**config.mk**
```make
export PLATFORM = sky130hd
export DESIGN_NAME = swc_top
export DESIGN_NICKNAME = d
export VERILOG_FILES = /design/src/include/swc_pkg.sv /design/src/rtl/swc_top.sv
export SDC_FILE = /design/constraint.sdc
export NUM_CORES = 1
export LEC_CHECK = 0
export ABC_AREA = 1
export BUFFER_PORTS_ARGS = -buffer_cell sky130_fd_sc_hd__clkbuf_2
export CAP_MARGIN = 20
export CORE_MARGIN = 2
export CORE_UTILIZATION = 45
export CTS_BUF_LIST = sky130_fd_sc_hd__clkbuf_2
export DETAILED_ROUTE_END_ITERATION = 16
export GPL_TIMING_DRIVEN = 1
export PLACE_DENSITY = 0.81
export SETUP_SLACK_MARGIN = 0.3
export SKIP_LAST_GASP = 1
export SLEW_MARGIN = 20
export SYNTH_ARGS = -nofsm -noshare
export SYNTH_HDL_FRONTEND = slang
export SYNTH_SLANG_ARGS = --single-unit
```
**constraint.sdc**
```tcl
create_clock -name clk_sys -period 2.3 [get_ports clk_sys]
set_clock_uncertainty 0.15 [all_clocks]
set_input_delay 0.115 -clock clk_sys [delete_from_list [all_inputs] [get_ports clk_sys]]
set_output_delay 0.115 -clock clk_sys [all_outputs]
set_load 0.05 [all_outputs]
```
**src/include/swc_pkg.sv**
```systemverilog
// Constants, types and register map of the sleep and wake controller.
// Assumes a single system clock that keeps running while the core sleeps.
package swc_pkg;

   ////////////////////////////////////////////////////////////////////////////
   // Clock and timing
   localparam int CLK_NS       = 4;                              // System clock period
   localparam int TOSC_NS      = 50;                             // Shortest oscillator period
   localparam int TOSC_CYC     = (TOSC_NS + CLK_NS - 1) / CLK_NS; // Cycles per period, rounded up
   localparam int OST_PERIODS  = 1024;                           // Start-up wait in periods
   localparam logic [15:0] VECTOR_ADDR = 16'h0004;               // Interrupt vector

   ////////////////////////////////////////////////////////////////////////////
   // Oscillator modes
   localparam logic [1:0] LOW_POWER_OSC_MODE  = 2'h0;
   localparam logic [1:0] CRYSTAL_OSC_MODE    = 2'h1;
   localparam logic [1:0] HIGH_SPEED_OSC_MODE = 2'h2;
   localparam logic [1:0] RC_OSC_MODE         = 2'h3;

   ////////////////////////////////////////////////////////////////////////////
   // Register map
   localparam logic [3:0] REG_STATUS = 4'h0;  // Sticky events, write one to clear
   localparam logic [3:0] REG_MASK   = 4'h4;  // Interrupt mask, same layout
   localparam logic [3:0] REG_STATE  = 4'h8;  // Read-only live state
   localparam logic [7:0] MASK_RST   = 8'h00; // Mask after reset
   // Event bit positions
   localparam int EV_SLEEP = 0;               // Sleep entered
   localparam int EV_WIRQ  = 1;               // Woken by interrupt
   localparam int EV_WWDT  = 2;               // Woken by watchdog
   localparam int EV_WRST  = 3;               // Watchdog reset while awake
   localparam int EV_PINRST = 4;              // Master clear pin reset
   localparam int EV_N     = 5;               // Number of events

   ////////////////////////////////////////////////////////////////////////////
   // Types
   typedef enum logic [1:0] {
      SWC_RUN, SWC_SLEEP, SWC_OST, SWC_RESUME
   } swc_state_e;

   typedef struct packed {
      logic ext_en;      // External pin interrupt enable
      logic ext_flag;    // External pin interrupt flag
      logic chg_en;      // Port change interrupt enable
      logic chg_flag;    // Port change interrupt flag
   } swc_irq_s;

   typedef struct packed {
      logic [7:0] out;   // Output latch levels
      logic [7:0] oe;    // Output enables, high while driven
   } swc_io_s;

endpackage

```
**src/rtl/swc_top.sv**
```systemverilog
// Sleep and wake controller: sleep entry, wake-up paths, start-up wait.
// Assumes all inputs synchronous to clk_sys, which never stops.
`timescale 1ns/1ps
`default_nettype none

module swc_top
   import swc_pkg::*;
#(
   parameter int OST_COUNT = OST_PERIODS  // Start-up wait in periods
) (
   input  wire logic        clk_sys,
   input  wire logic        reset,
   input  wire logic        sleep_exec,
   input  wire logic        clrwdt_exec,
   input  wire logic [15:0] pc,
   input  wire logic        global_irq_enable,
   input  wire swc_irq_s    irq_src,
   input  wire logic        wdt_enable,
   input  wire logic        wdt_expire,
   input  wire logic        master_clear_pin_n,
   input  wire logic [1:0]  osc_mode,
   input  wire swc_io_s     io_core,
   output var  swc_io_s     io_pin,
   output logic             osc_driver_en,
   output logic             core_hold,
   output logic             core_reset,
   output logic             wdt_clear,
   output logic             power_down_flag,
   output logic             timeout_flag,
   output logic             prefetch_req,
   output logic [15:0]      prefetch_addr,
   output logic             vector_req,
   output logic [15:0]      vector_addr,
   input  wire logic [3:0]  reg_addr,
   input  wire logic [7:0]  reg_wdata,
   input  wire logic        reg_wr,
   input  wire logic        reg_rd,
   output logic [7:0]       reg_rdata,
   output logic             irq
);

   ////////////////////////////////////////////////////////////////////////////
   // State
   swc_state_e  state_r, state_nxt;         // Sequencer state
   logic        vec_pend_r, vec_pend_nxt;   // Vector after resume
   logic [10:0] ost_r, ost_nxt;             // Periods waited
   logic [4:0]  div_r, div_nxt;             // Period divider
   logic        osc_r, osc_nxt;             // Oscillator driver on
   logic        hold_r, hold_nxt;           // Core stalled
   logic        crst_r, crst_nxt;           // Internal core reset
   logic        wclr_r, wclr_nxt;           // Watchdog clear pulse
   logic        pwrdn_r, pwrdn_nxt;         // Power-down flag
   logic        to_r, to_nxt;               // Time-out flag
   logic        pf_r, pf_nxt;               // Prefetch request
   logic [15:0] pfa_r, pfa_nxt;             // Prefetch address
   logic        vec_r, vec_nxt;             // Vector request
   swc_io_s     io_r, io_nxt;               // Pin drive state
   logic [EV_N-1:0] ev;                     // Events this cycle
   logic        irq_pend;                   // Enabled source flagged
   logic        pin_rst;                    // Pin reset active
   logic        tick;                       // One oscillator period

   // Enabled sources only; the global enable plays no part here
   assign irq_pend = (irq_src.ext_en & irq_src.ext_flag)
                   | (irq_src.chg_en & irq_src.chg_flag);
   assign pin_rst = ~master_clear_pin_n;
   assign tick = (div_r == 5'(TOSC_CYC - 1));

   ////////////////////////////////////////////////////////////////////////////
   // Sequencer next values
   always_comb begin
      state_nxt    = state_r;
      vec_pend_nxt = vec_pend_r;
      ost_nxt      = ost_r;
      div_nxt      = tick ? 5'h00 : div_r + 5'h01;
      osc_nxt      = osc_r;
      hold_nxt     = hold_r;
      crst_nxt     = 1'b0;
      wclr_nxt     = 1'b0;
      pwrdn_nxt    = pwrdn_r;
      to_nxt       = to_r;
      pf_nxt       = 1'b0;
      pfa_nxt      = pfa_r;
      vec_nxt      = 1'b0;
      io_nxt       = io_r;
      ev           = '0;
      if (pin_rst) begin
         // Pin reset always restarts the sequencer and resets the core; the flags and the mask keep their values, status records the pin event
         state_nxt    = SWC_RUN;
         crst_nxt     = 1'b1;
         osc_nxt      = 1'b1;
         hold_nxt     = 1'b0;
         vec_pend_nxt = 1'b0;
         io_nxt       = io_core;
         ev[EV_PINRST] = 1'b1;
      end else begin
         unique case (state_r)
            SWC_RUN: begin
               // Track the core drive state while awake
               io_nxt = io_core;
               if (clrwdt_exec) begin
                  wclr_nxt = 1'b1;
                  pwrdn_nxt = 1'b1;
                  to_nxt   = 1'b1;
               end
               if (wdt_enable && wdt_expire) begin
                  // Internal reset only; the pin is never driven
                  crst_nxt    = 1'b1;
                  to_nxt      = 1'b0;
                  ev[EV_WRST] = 1'b1;
               end else if (sleep_exec) begin
                  // Only the sleep instruction gets here
                  wclr_nxt     = 1'b1;
                  pwrdn_nxt    = 1'b0;
                  to_nxt       = 1'b1;
                  pf_nxt       = 1'b1;
                  pfa_nxt      = pc + 16'h0001;
                  hold_nxt     = 1'b1;
                  io_nxt       = io_core;
                  ev[EV_SLEEP] = 1'b1;
                  vec_pend_nxt = global_irq_enable;
                  if (irq_pend) begin
                     // Already pending: wake right after entry
                     state_nxt   = SWC_RESUME;
                     ev[EV_WIRQ] = 1'b1;
                  end else begin
                     state_nxt = SWC_SLEEP;
                     osc_nxt   = 1'b0;
                  end
               end
            end
            SWC_SLEEP: begin
               // Pins keep their frozen value
               vec_pend_nxt = global_irq_enable;
               if ((wdt_enable && wdt_expire) || irq_pend) begin
                  wclr_nxt  = 1'b1;
                  osc_nxt   = 1'b1;
                  ost_nxt   = 11'h000;
                  div_nxt   = 5'h00;
                  state_nxt = (osc_mode == RC_OSC_MODE) ?
                              SWC_RESUME : SWC_OST;
                  if (wdt_enable && wdt_expire) begin
                     // Watchdog wake resumes with time-out low
                     to_nxt       = 1'b0;
                     vec_pend_nxt = 1'b0;
                     ev[EV_WWDT]  = 1'b1;
                  end else begin
                     ev[EV_WIRQ] = 1'b1;
                  end
               end
            end
            SWC_OST: begin
               // Wait for the oscillator to settle
               if (tick) begin
                  ost_nxt = ost_r + 11'h001;
                  if (ost_r == 11'(OST_COUNT - 1)) begin
                     state_nxt = SWC_RESUME;
                  end
               end
            end
            SWC_RESUME: begin
               // Release the core; vector after the next instruction
               hold_nxt     = 1'b0;
               vec_nxt      = vec_pend_r;
               vec_pend_nxt = 1'b0;
               state_nxt    = SWC_RUN;
            end
         endcase
      end
   end

   ////////////////////////////////////////////////////////////////////////////
   // Sequencer registers
   always_ff @(posedge clk_sys) begin
      if (reset) begin
         state_r    <= SWC_RUN;
         vec_pend_r <= 1'b0;
         ost_r      <= 11'h000;
         div_r      <= 5'h00;
         osc_r      <= 1'b1;
         hold_r     <= 1'b0;
         crst_r     <= 1'b0;
         wclr_r     <= 1'b0;
         pwrdn_r    <= 1'b1;   // Set at power-up
         to_r       <= 1'b1;
         pf_r       <= 1'b0;
         pfa_r      <= 16'h0000;
         vec_r      <= 1'b0;
         io_r       <= '0;
      end else begin
         state_r    <= state_nxt;
         vec_pend_r <= vec_pend_nxt;
         ost_r      <= ost_nxt;
         div_r      <= div_nxt;
         osc_r      <= osc_nxt;
         hold_r     <= hold_nxt;
         crst_r     <= crst_nxt;
         wclr_r     <= wclr_nxt;
         pwrdn_r    <= pwrdn_nxt;
         to_r       <= to_nxt;
         pf_r       <= pf_nxt;
         pfa_r      <= pfa_nxt;
         vec_r      <= vec_nxt;
         io_r       <= io_nxt;
      end
   end

   ////////////////////////////////////////////////////////////////////////////
   // Register file next values
   logic [EV_N-1:0] sts_r, sts_nxt;    // Sticky events
   logic [EV_N-1:0] msk_r, msk_nxt;    // Interrupt mask
   logic [7:0]      rd_r, rd_nxt;      // Read data
   logic            irq_r, irq_nxt;    // Interrupt line

   always_comb begin
      sts_nxt = sts_r;
      msk_nxt = msk_r;
      rd_nxt  = 8'h00;
      if (reg_wr && reg_addr == REG_STATUS) begin
         sts_nxt = sts_r & ~reg_wdata[EV_N-1:0];
      end
      if (reg_wr && reg_addr == REG_MASK) begin
         msk_nxt = reg_wdata[EV_N-1:0];
      end
      // New events win over a clear in the same cycle
      sts_nxt = sts_nxt | ev;
      if (reg_rd) begin
         unique case (reg_addr)
            REG_STATUS: rd_nxt = {3'h0, sts_r};
            REG_MASK:   rd_nxt = {3'h0, msk_r};
            REG_STATE:  rd_nxt = {3'h0, to_r, pwrdn_r, osc_r, state_r};
            default:    rd_nxt = 8'h00;
         endcase
      end
      irq_nxt = |(sts_nxt & msk_nxt);
   end

   ////////////////////////////////////////////////////////////////////////////
   // Register file registers
   always_ff @(posedge clk_sys) begin
      if (reset) begin
         sts_r <= '0;
         msk_r <= MASK_RST[EV_N-1:0];
         rd_r  <= 8'h00;
         irq_r <= 1'b0;
      end else begin
         sts_r <= sts_nxt;
         msk_r <= msk_nxt;
         rd_r  <= rd_nxt;
         irq_r <= irq_nxt;
      end
   end

   ////////////////////////////////////////////////////////////////////////////
   // Outputs
   assign io_pin          = io_r;
   assign osc_driver_en   = osc_r;
   assign core_hold       = hold_r;
   assign core_reset      = crst_r;
   assign wdt_clear       = wclr_r;
   assign power_down_flag = pwrdn_r;
   assign timeout_flag    = to_r;
   assign prefetch_req    = pf_r;
   assign prefetch_addr   = pfa_r;
   assign vector_req      = vec_r;
   assign vector_addr     = VECTOR_ADDR;
   assign reg_rdata       = rd_r;
   assign irq             = irq_r;

endmodule

`default_nettype wire

```
==> results by group, run 1 <==
Synthesis
  • Synth Instances: between 500 and 600
  • Synthesis-stage register bit count: 75
  • Ys Warns: 0
  • Most common cell in the netlist: nand2_1
  • Netlist cell types: 33
  • Number of synthesized flops with an enable pin: 0
  • Most common library cells after synthesis: 121 x nand2_1, 84 x nor2_1, 75 x dfxtp_1, 65 x inv_1, 34 x nand3_1
  • Sequential share of the synthesized area: 39.1%
  • Mean post-synth cell area: about 6.8 sq um
  • Top-area cell type share of the netlist area: 39.1%
  • Post-synth top area cell: dfxtp_1
  • Dominant synthesized flop cell: dfxtp_1
  • Synth top area cells: dfxtp_1 39%, nand2_1 12%, nor2_1 8.2%
  • Post-synth ARST share: 0%
  • Mapped Area: between 0.003 and 0.004 sq mm

Critical path
  • Required time of the critical path: between 2000 and 3000 ps
  • Max stage delay on crit path: approximately 550 ps
  • Crit Path Class: in -> reg
  • CP cell instances: dlygate4sd3_1, clkbuf_2, nand2_1, nor2_4, nand2_2, nor2_2, nand2_2, o21ai_1, dlygate4sd3_1, nand3_1, nand2_1, inv_1
  • Worst Path Max Fanout: 4
  • Critical path's slowest cell: dlygate4sd3_1
  • WP data arrival: about 2200 ps
  • Worst R2R Setup Slack: approximately 400 ps
  • Worst setup EP type: register
  • Startpoint Class: input port

Route
  • Detail Route Antenna Nets: 0
  • Routed length per instance: 13.1 um
  • Residual DRC: 0
  • Router iterations before antenna repair: 6
  • Final wirelength: between 10000 and 15000 um
  • DR vias: between 4000 and 5000
  • DRT iter0 DRCs: about 230
  • DR vias/cell: a little over 5

Pwr
  • P_sw: 1.02 mW
  • Leakage: between 2 and 3 nW
  • Internal power: roughly 2 mW
  • Cell Pwr Density: between 500 and 600 mW/mm^2
  • Clock network power share: between 20% and 30%
  • Comb power frac: 25.9%
  • Sw Ratio: roughly 34%
  • Maximum VDD drop: 0.325 mV
  • Flop pwr share: 47.1%

Clock network
  • Clock transition at path regs: about 190 ps
  • Clock Path Buffers: 2
  • CTS H-tree lvls: 3
  • CTS root buffer: clkbuf_2
  • CTS tree: yes
  • CTS buffer count: 9
  • CTS sink count: 75
  • Clk_lat worst skew: approximately 520 ps

GRT
  • Initial antenna violation count: 0
  • Overflow after GRT: 0
  • Overall Global Routing Usage: 24.5%
  • Global-route wire length before repair: 17600 um
  • Largest net degree at the start of global routing: 30
  • Vias in the first global route: slightly above 4000

Min path
  • Min-delay worst type: in -> reg

STA
  • Endpoints failing hold: 0
  • Fin worst setup slack: 361 ps
  • Tcrit/Tclk final: approximately 84%
  • Minimum clock period: approximately 1900 ps
  • Setup repair after global routing missed its margin: yes
  • Setup violations, final: 0
  • Setup TNS: 0 ps
  • Max-slew violations: 0
  • Highest Clock Rate: between 0.5 and 0.6 GHz

Flow run
  • Max cap viols: 0

Placed design
  • Hpwl dp: 7050 um
  • Pre-CTS setup slack: between 300 and 400 ps
  • DP Area: between 0.004 and 0.005 sq mm
  • # port buffers: roughly 100
  • Gpl congestion: between 0.9 and 1

Floorplanning
  • Initial core utilization: around 47%
  • Die height: a little under 100 um
  • Die Wd: roughly 96 um
  • Total core area: between 0.008 and 0.009 sq mm
  • I/O pins: 125
  • Row Count: 33
  • Die area: between 0.009 and 0.01 sq mm

Finish
  • Layout fillers: 684
  • Share of cells above drive strength 1: roughly a fifth
  • Final cell area excluding filler cells: 0.00540 sq mm
  • # diodes: 0
  • Layout area overhead: 40.6%
  • Final #Nets: between 800 and 900

Outcome
  • Status: complete, no violations
## critical path, delay by kind of cell
kind                   cells  cell delay [ps]
AO/OA/AOI/OAI              1              110
buffers and inverters      4             1300
AND/OR/NAND/NOR            7              690
## state kept, by name, indices dropped and copies added, names as in the netlist, 2 cells and up
signal / cells
div_r: 5
io_pin: 16
msk_r: 5
ost_r: 11
prefetch_addr: 16
reg_rdata: 5
state_r: 2
sts_r: 5
## area by class of cell
class / instances / area [sq um] / share of cell area, %
multi-input cells: 399 / 1950 / 36.2
clock buffers: 9 / 45.0 / 0.834
inverters: 71 / 269 / 4.98
clock inverters: 7 / 82.6 / 1.53
well taps: 105 / 131 / 2.43
repair buffers: 192 / 1410 / 26.2
flip-flops and latches: 75 / 1510 / 27.9
## placed cells by master, fill, tap and decap left out, types with 2 or more instances in the layout
cell / n
a21oi_1: 30
a31oi_1: 3
buf_12: 2
buf_4: 7
bufinv_16: 2
clkbuf_2: 110
clkinv_1: 2
clkinv_2: 3
conb_1: 19
dfxtp_1: 73
dlygate4sd3_1: 81
ha_1: 6
ha_2: 2
inv_1: 65
inv_2: 5
nand2_1: 120
nand2_2: 4
nand3_1: 33
nand3_2: 4
nand3b_1: 3
nand4_1: 14
nor2_1: 83
nor2_2: 3
nor2_4: 4
nor3_1: 6
o211ai_1: 4
o21ai_0: 33
o21ai_1: 9
or2_1: 2
xnor2_1: 3
xor2_1: 8
## worst paths after layout
| path | to | cells after the start | start |
|---|---|---|---|
| setup / recovery | prefetch_addr[15]$_SDFFE_PP0P_ | 12 | pc[2] |
| hold / removal | wdt_clear$_SDFF_PP0_ | 7 | irq_src[0] |
| setup reg to reg | ost_r[7]$_SDFFE_PP0P_ | 10 | state_r[1]$_SDFFE_PP0P_ |
| hold reg to reg | core_hold$_SDFFE_PP0P_ | 2 | core_hold$_SDFFE_PP0P_ |
## per-stage QoR
step	cells	utilization, %	hold slack [ps]	total power [mW]
detailed placement	756	53.1	194	2.08
global route	858	65.4	59.8	3.12
CTS	853	64.5	0.492	2.97
global placement	756	53.1	191	2.06
floorplan	578	-	55.1	1.93
finish	858	65.4	62.9	2.99
## cell families (layout without fill, tap and decap cells)
logic type,Yosys count,count (layout),share of synthesized area (%)
simple gates,280,280,32.1
compound gates,81,81,11.1
buf+inv,104,279,12.4
fa+ha+maj,8,8,2.61
xor+xnor,11,11,2.51
flops,75,75,39.1
other cells,2,19,0.195
## power by group through the flow
| stage | sequential, mW | combinational, mW | clock [mW] |
|---|---|---|---|
| floorplan | 1.61 | 0.319 | 0 |
| global placement | 1.43 | 0.634 | 0 |
| detailed placement | 1.43 | 0.644 | 0 |
| CTS | 1.41 | 0.744 | 0.819 |
| global route | 1.42 | 0.831 | 0.868 |
| finish | 1.41 | 0.776 | 0.806 |
## repair_timing
| item | in CTS | in global routing |
|---|---|---|
| hold endpoints to repair | 70 | 0 |
| setup buffers | 0 | 5 |
| setup endpoints to repair | 1 | 17 |
| gates resized for setup | 2 | 9 |
| hold buffers | 81 | 0 |
| pin swaps | 0 | 2 |
## per-layer routing
| metal | vias up | track usage, % | share of wire [%] |
|---|---|---|---|
| met5 | - | 0 | 0 |
| met4 | 0 | 14.7 | 3.3 |
| met3 | 35 | 3.88 | 5.8 |
| met2 | 162 | 45.0 | 53 |
| met1 | 2028 | 26.4 | 38 |
| li1 | 2128 | - | - |
Power figures use the tool's default switching activity.
==> run 2: changes to the inputs <==
--- a/config.mk
+++ b/config.mk
@@ -13,7 +13,7 @@
 export CTS_BUF_LIST = sky130_fd_sc_hd__clkbuf_2
 export DETAILED_ROUTE_END_ITERATION = 16
 export GPL_TIMING_DRIVEN = 1
-export PLACE_DENSITY = 0.81
+export PLACE_DENSITY = 0.84
 export SETUP_SLACK_MARGIN = 0.3
 export SKIP_LAST_GASP = 1
 export SLEW_MARGIN = 20
==> constraint.sdc (replaced) <==
create_clock -name clk_sys -period 1.7 [get_ports clk_sys]
set_clock_uncertainty 0.15 [all_clocks]
set_input_delay 0.085 -clock clk_sys [delete_from_list [all_inputs] [get_ports clk_sys]]
set_output_delay 0.085 -clock clk_sys [all_outputs]
set_load 0.05 [all_outputs]
==> results by group, run 2 (synthesis results as in run 1) <==
Placed design
  • # port buffers: 102 (unchanged)
  • Hpwl dp: 7450 um (+5.6%)
  • Post-Place Cells: 771 (+2.0%)
  • Gpl congestion: 0.946 (+1.3%)

Finish
  • Layout fillers: 487 (-29%)
  • # diodes: 0 (unchanged)
  • Area of the multi-input gates: 0.00226 sq mm (+16%)
  • Non-filler instance count after layout: 871 (+1.5%)
  • Final #Nets: 829 (+1.6%)
  • Commonest non-fill, non-tap cells in the layout: 110 x nand2_1, 65 x clkbuf_2, 64 x nor2_1, 59 x dlygate4sd3_1, 58 x inv_1
  • Share of cells above drive strength 1: 37.3% (+17 points)
  • Seq. cell area: 0.00156 sq mm (+3.4%)
  • Layout area overhead: 58.8%
  • Layout Utilization: 73.9% (+8.5 points)
  • Commonest non-fill, non-tap cell in the layout: nand2_1

Critical path
  • CP cell instances: inv_4, ha_4, nand3_4, nor2_4, buf_6, inv_4, nand2_1, nand2_1, nand3_1, nor2_1, nor2_1
  • Worst setup EP type: register
  • Crit path max-delay family: simple AND/OR/NAND/NOR gates
  • Max stage delay on crit path: 480 ps (-70 ps)
  • WP data arrival: 2200 ps (-30 ps)
  • Worst Path Max Fanout: 8 (+4)
  • Required time of the critical path: 2050 ps (-540 ps)
  • Critical path's slowest cell: dfxtp_4
  • Startpoint Class: register
  • Crit Path Class: reg -> reg
  • Worst path bufs/invs: 3 (-1)

STA
  • Setup TNS: -1120 ps (-1120 ps)
  • Rel. slew slack: between 60% and 70%
  • Fin worst setup slack: -150 ps (-511 ps)
  • Hold slack: -400 ps (-463 ps)
  • Actual transition at the worst max-transition pin: approximately 530 ps
  • Setup violations, final: 26 (+26)
  • Highest Clock Rate: about 0.54 GHz
  • Endpoints failing hold: 12 (+12)
  • Tcrit/Tclk final: 109%
  • Setup repair after global routing missed its margin: yes
  • Max-slew violations: 0 (unchanged)
  • Minimum clock period: around 1900 ps

Clock network
  • CTS Hold Bufs: 64 (-21%)
  • CTS buffer count: 9 (unchanged)
  • Clk_lat worst skew: 590 ps (+70 ps)
  • CTS root buffer: clkbuf_2
  • CTS tree: yes
  • Clock Path Buffers: 2 (unchanged)
  • Clock transition at path regs: 280 ps (+90 ps)
  • CTS sink count: 75 (unchanged)
  • CTS H-tree lvls: 3 (unchanged)

Route
  • Routed length per instance: 19.4 um (+48%)
  • Detail Route Antenna Nets: 0 (unchanged)
  • Residual DRC: 0 (unchanged)
  • DRT iter0 DRCs: 603 (+160%)
  • DR vias/cell: 5.82 (+15%)
  • DR vias: 5067 (+16%)
  • Router iterations before antenna repair: 6 (unchanged)
  • Final wirelength: 16900 um (+50%)

GRT
  • Overflow after GRT: 0 (unchanged)
  • Initial antenna violation count: 1 (+1)
  • Global-route wire length before repair: 21400 um (+21%)
  • Largest net degree at the start of global routing: 19 (-37%)
  • Overall Global Routing Usage: 29.6% (+5.1 points)
  • Vias in the first global route: 4679 (+13%)

Floorplanning
  • Total core area: 0.00826 sq mm (unchanged)
  • Die area: 0.00929 sq mm (unchanged)
  • I/O pins: 125 (unchanged)
  • Die height: 96.4 um (unchanged)
  • Initial core utilization: 46.5% (unchanged)
  • Row Count: 33 (unchanged)
  • Die Wd: 96.4 um (unchanged)

Min path
  • Min-delay worst type: in -> reg

Pwr
  • Total power: 4.43 mW (+48%)
  • Cell Pwr Density: 726 mW/mm^2 (+31%)
  • Leakage: 2.93 nW (+8.3%)
  • Maximum VDD drop: 0.544 mV (+67%)

Flow run
  • Max cap viols: 0 (unchanged)

Outcome
  • Failing checks: hold timing, setup timing
  • Status: finished with violations
## run 2: power breakdown
| part | internal, mW | total (mW) | switching, mW |
|---|---|---|---|
| Combinational | 0.510 | 1.38 | 0.869 |
| Clock | 0.349 | 1.10 | 0.754 |
| Sequential | 1.86 | 1.95 | 0.0871 |
## run 2: metrics by stage
step	hold slack, ps	setup WS [ps]	area (sq um)
2_1_floorplan	25.1	84.7	3950
3_3_place_gp	163	37.3	4520
3_5_place_dp	173	-14.7	4520
4_1_cts	-218	123	5710
5_1_grt	-414	-175	6100
6_report	-400	-150	6100
## run 2: timing repair
item / CTS / global route
endpoints found under the setup margin: 98 / 104
pin swaps: 10 / 25
resized for setup: 102 / 140
endpoints found under the hold margin: 71 / 11
setup buffers: 10 / 12
## run 2: layout make-up
cell class              instances  share of cell area (%)
well taps                     105                    2.15
repair buffers                205                    28.7
inverters                      71                    4.63
flip-flops and latches         75                    25.5
multi-input cells             399                    37.0
clock buffers                   9                   0.738
clock inverters                 7                    1.25
## run 2: path summary, 6_finish.rpt
| path | start | to | slack, ps | depth (start not counted) |
|---|---|---|---|---|
| min reg2reg | io_pin[11]$_SDFFE_PP0P_ | io_pin[11]$_SDFFE_PP0P_ | 360 | 2 |
| max | state_r[0]$_SDFFE_PP0P_ | irq$_SDFF_PP0_ | -150 | 11 |
| max reg2reg | state_r[0]$_SDFFE_PP0P_ | irq$_SDFF_PP0_ | -150 | 11 |
| min | pc[0] | prefetch_addr[0]$_SDFFE_PP0P_ | -400 | 2 |
## run 2: routing by layer
layer | part of all wire (%) | track usage (%) | up-vias
met4 | 9.8 | 19.4 | 2
met3 | 9.7 | 5.59 | 183
li1 | - | - | 2146
met5 | 0.077 | 0 | -
met1 | 32 | 30.4 | 2294
met2 | 48 | 54.6 | 442
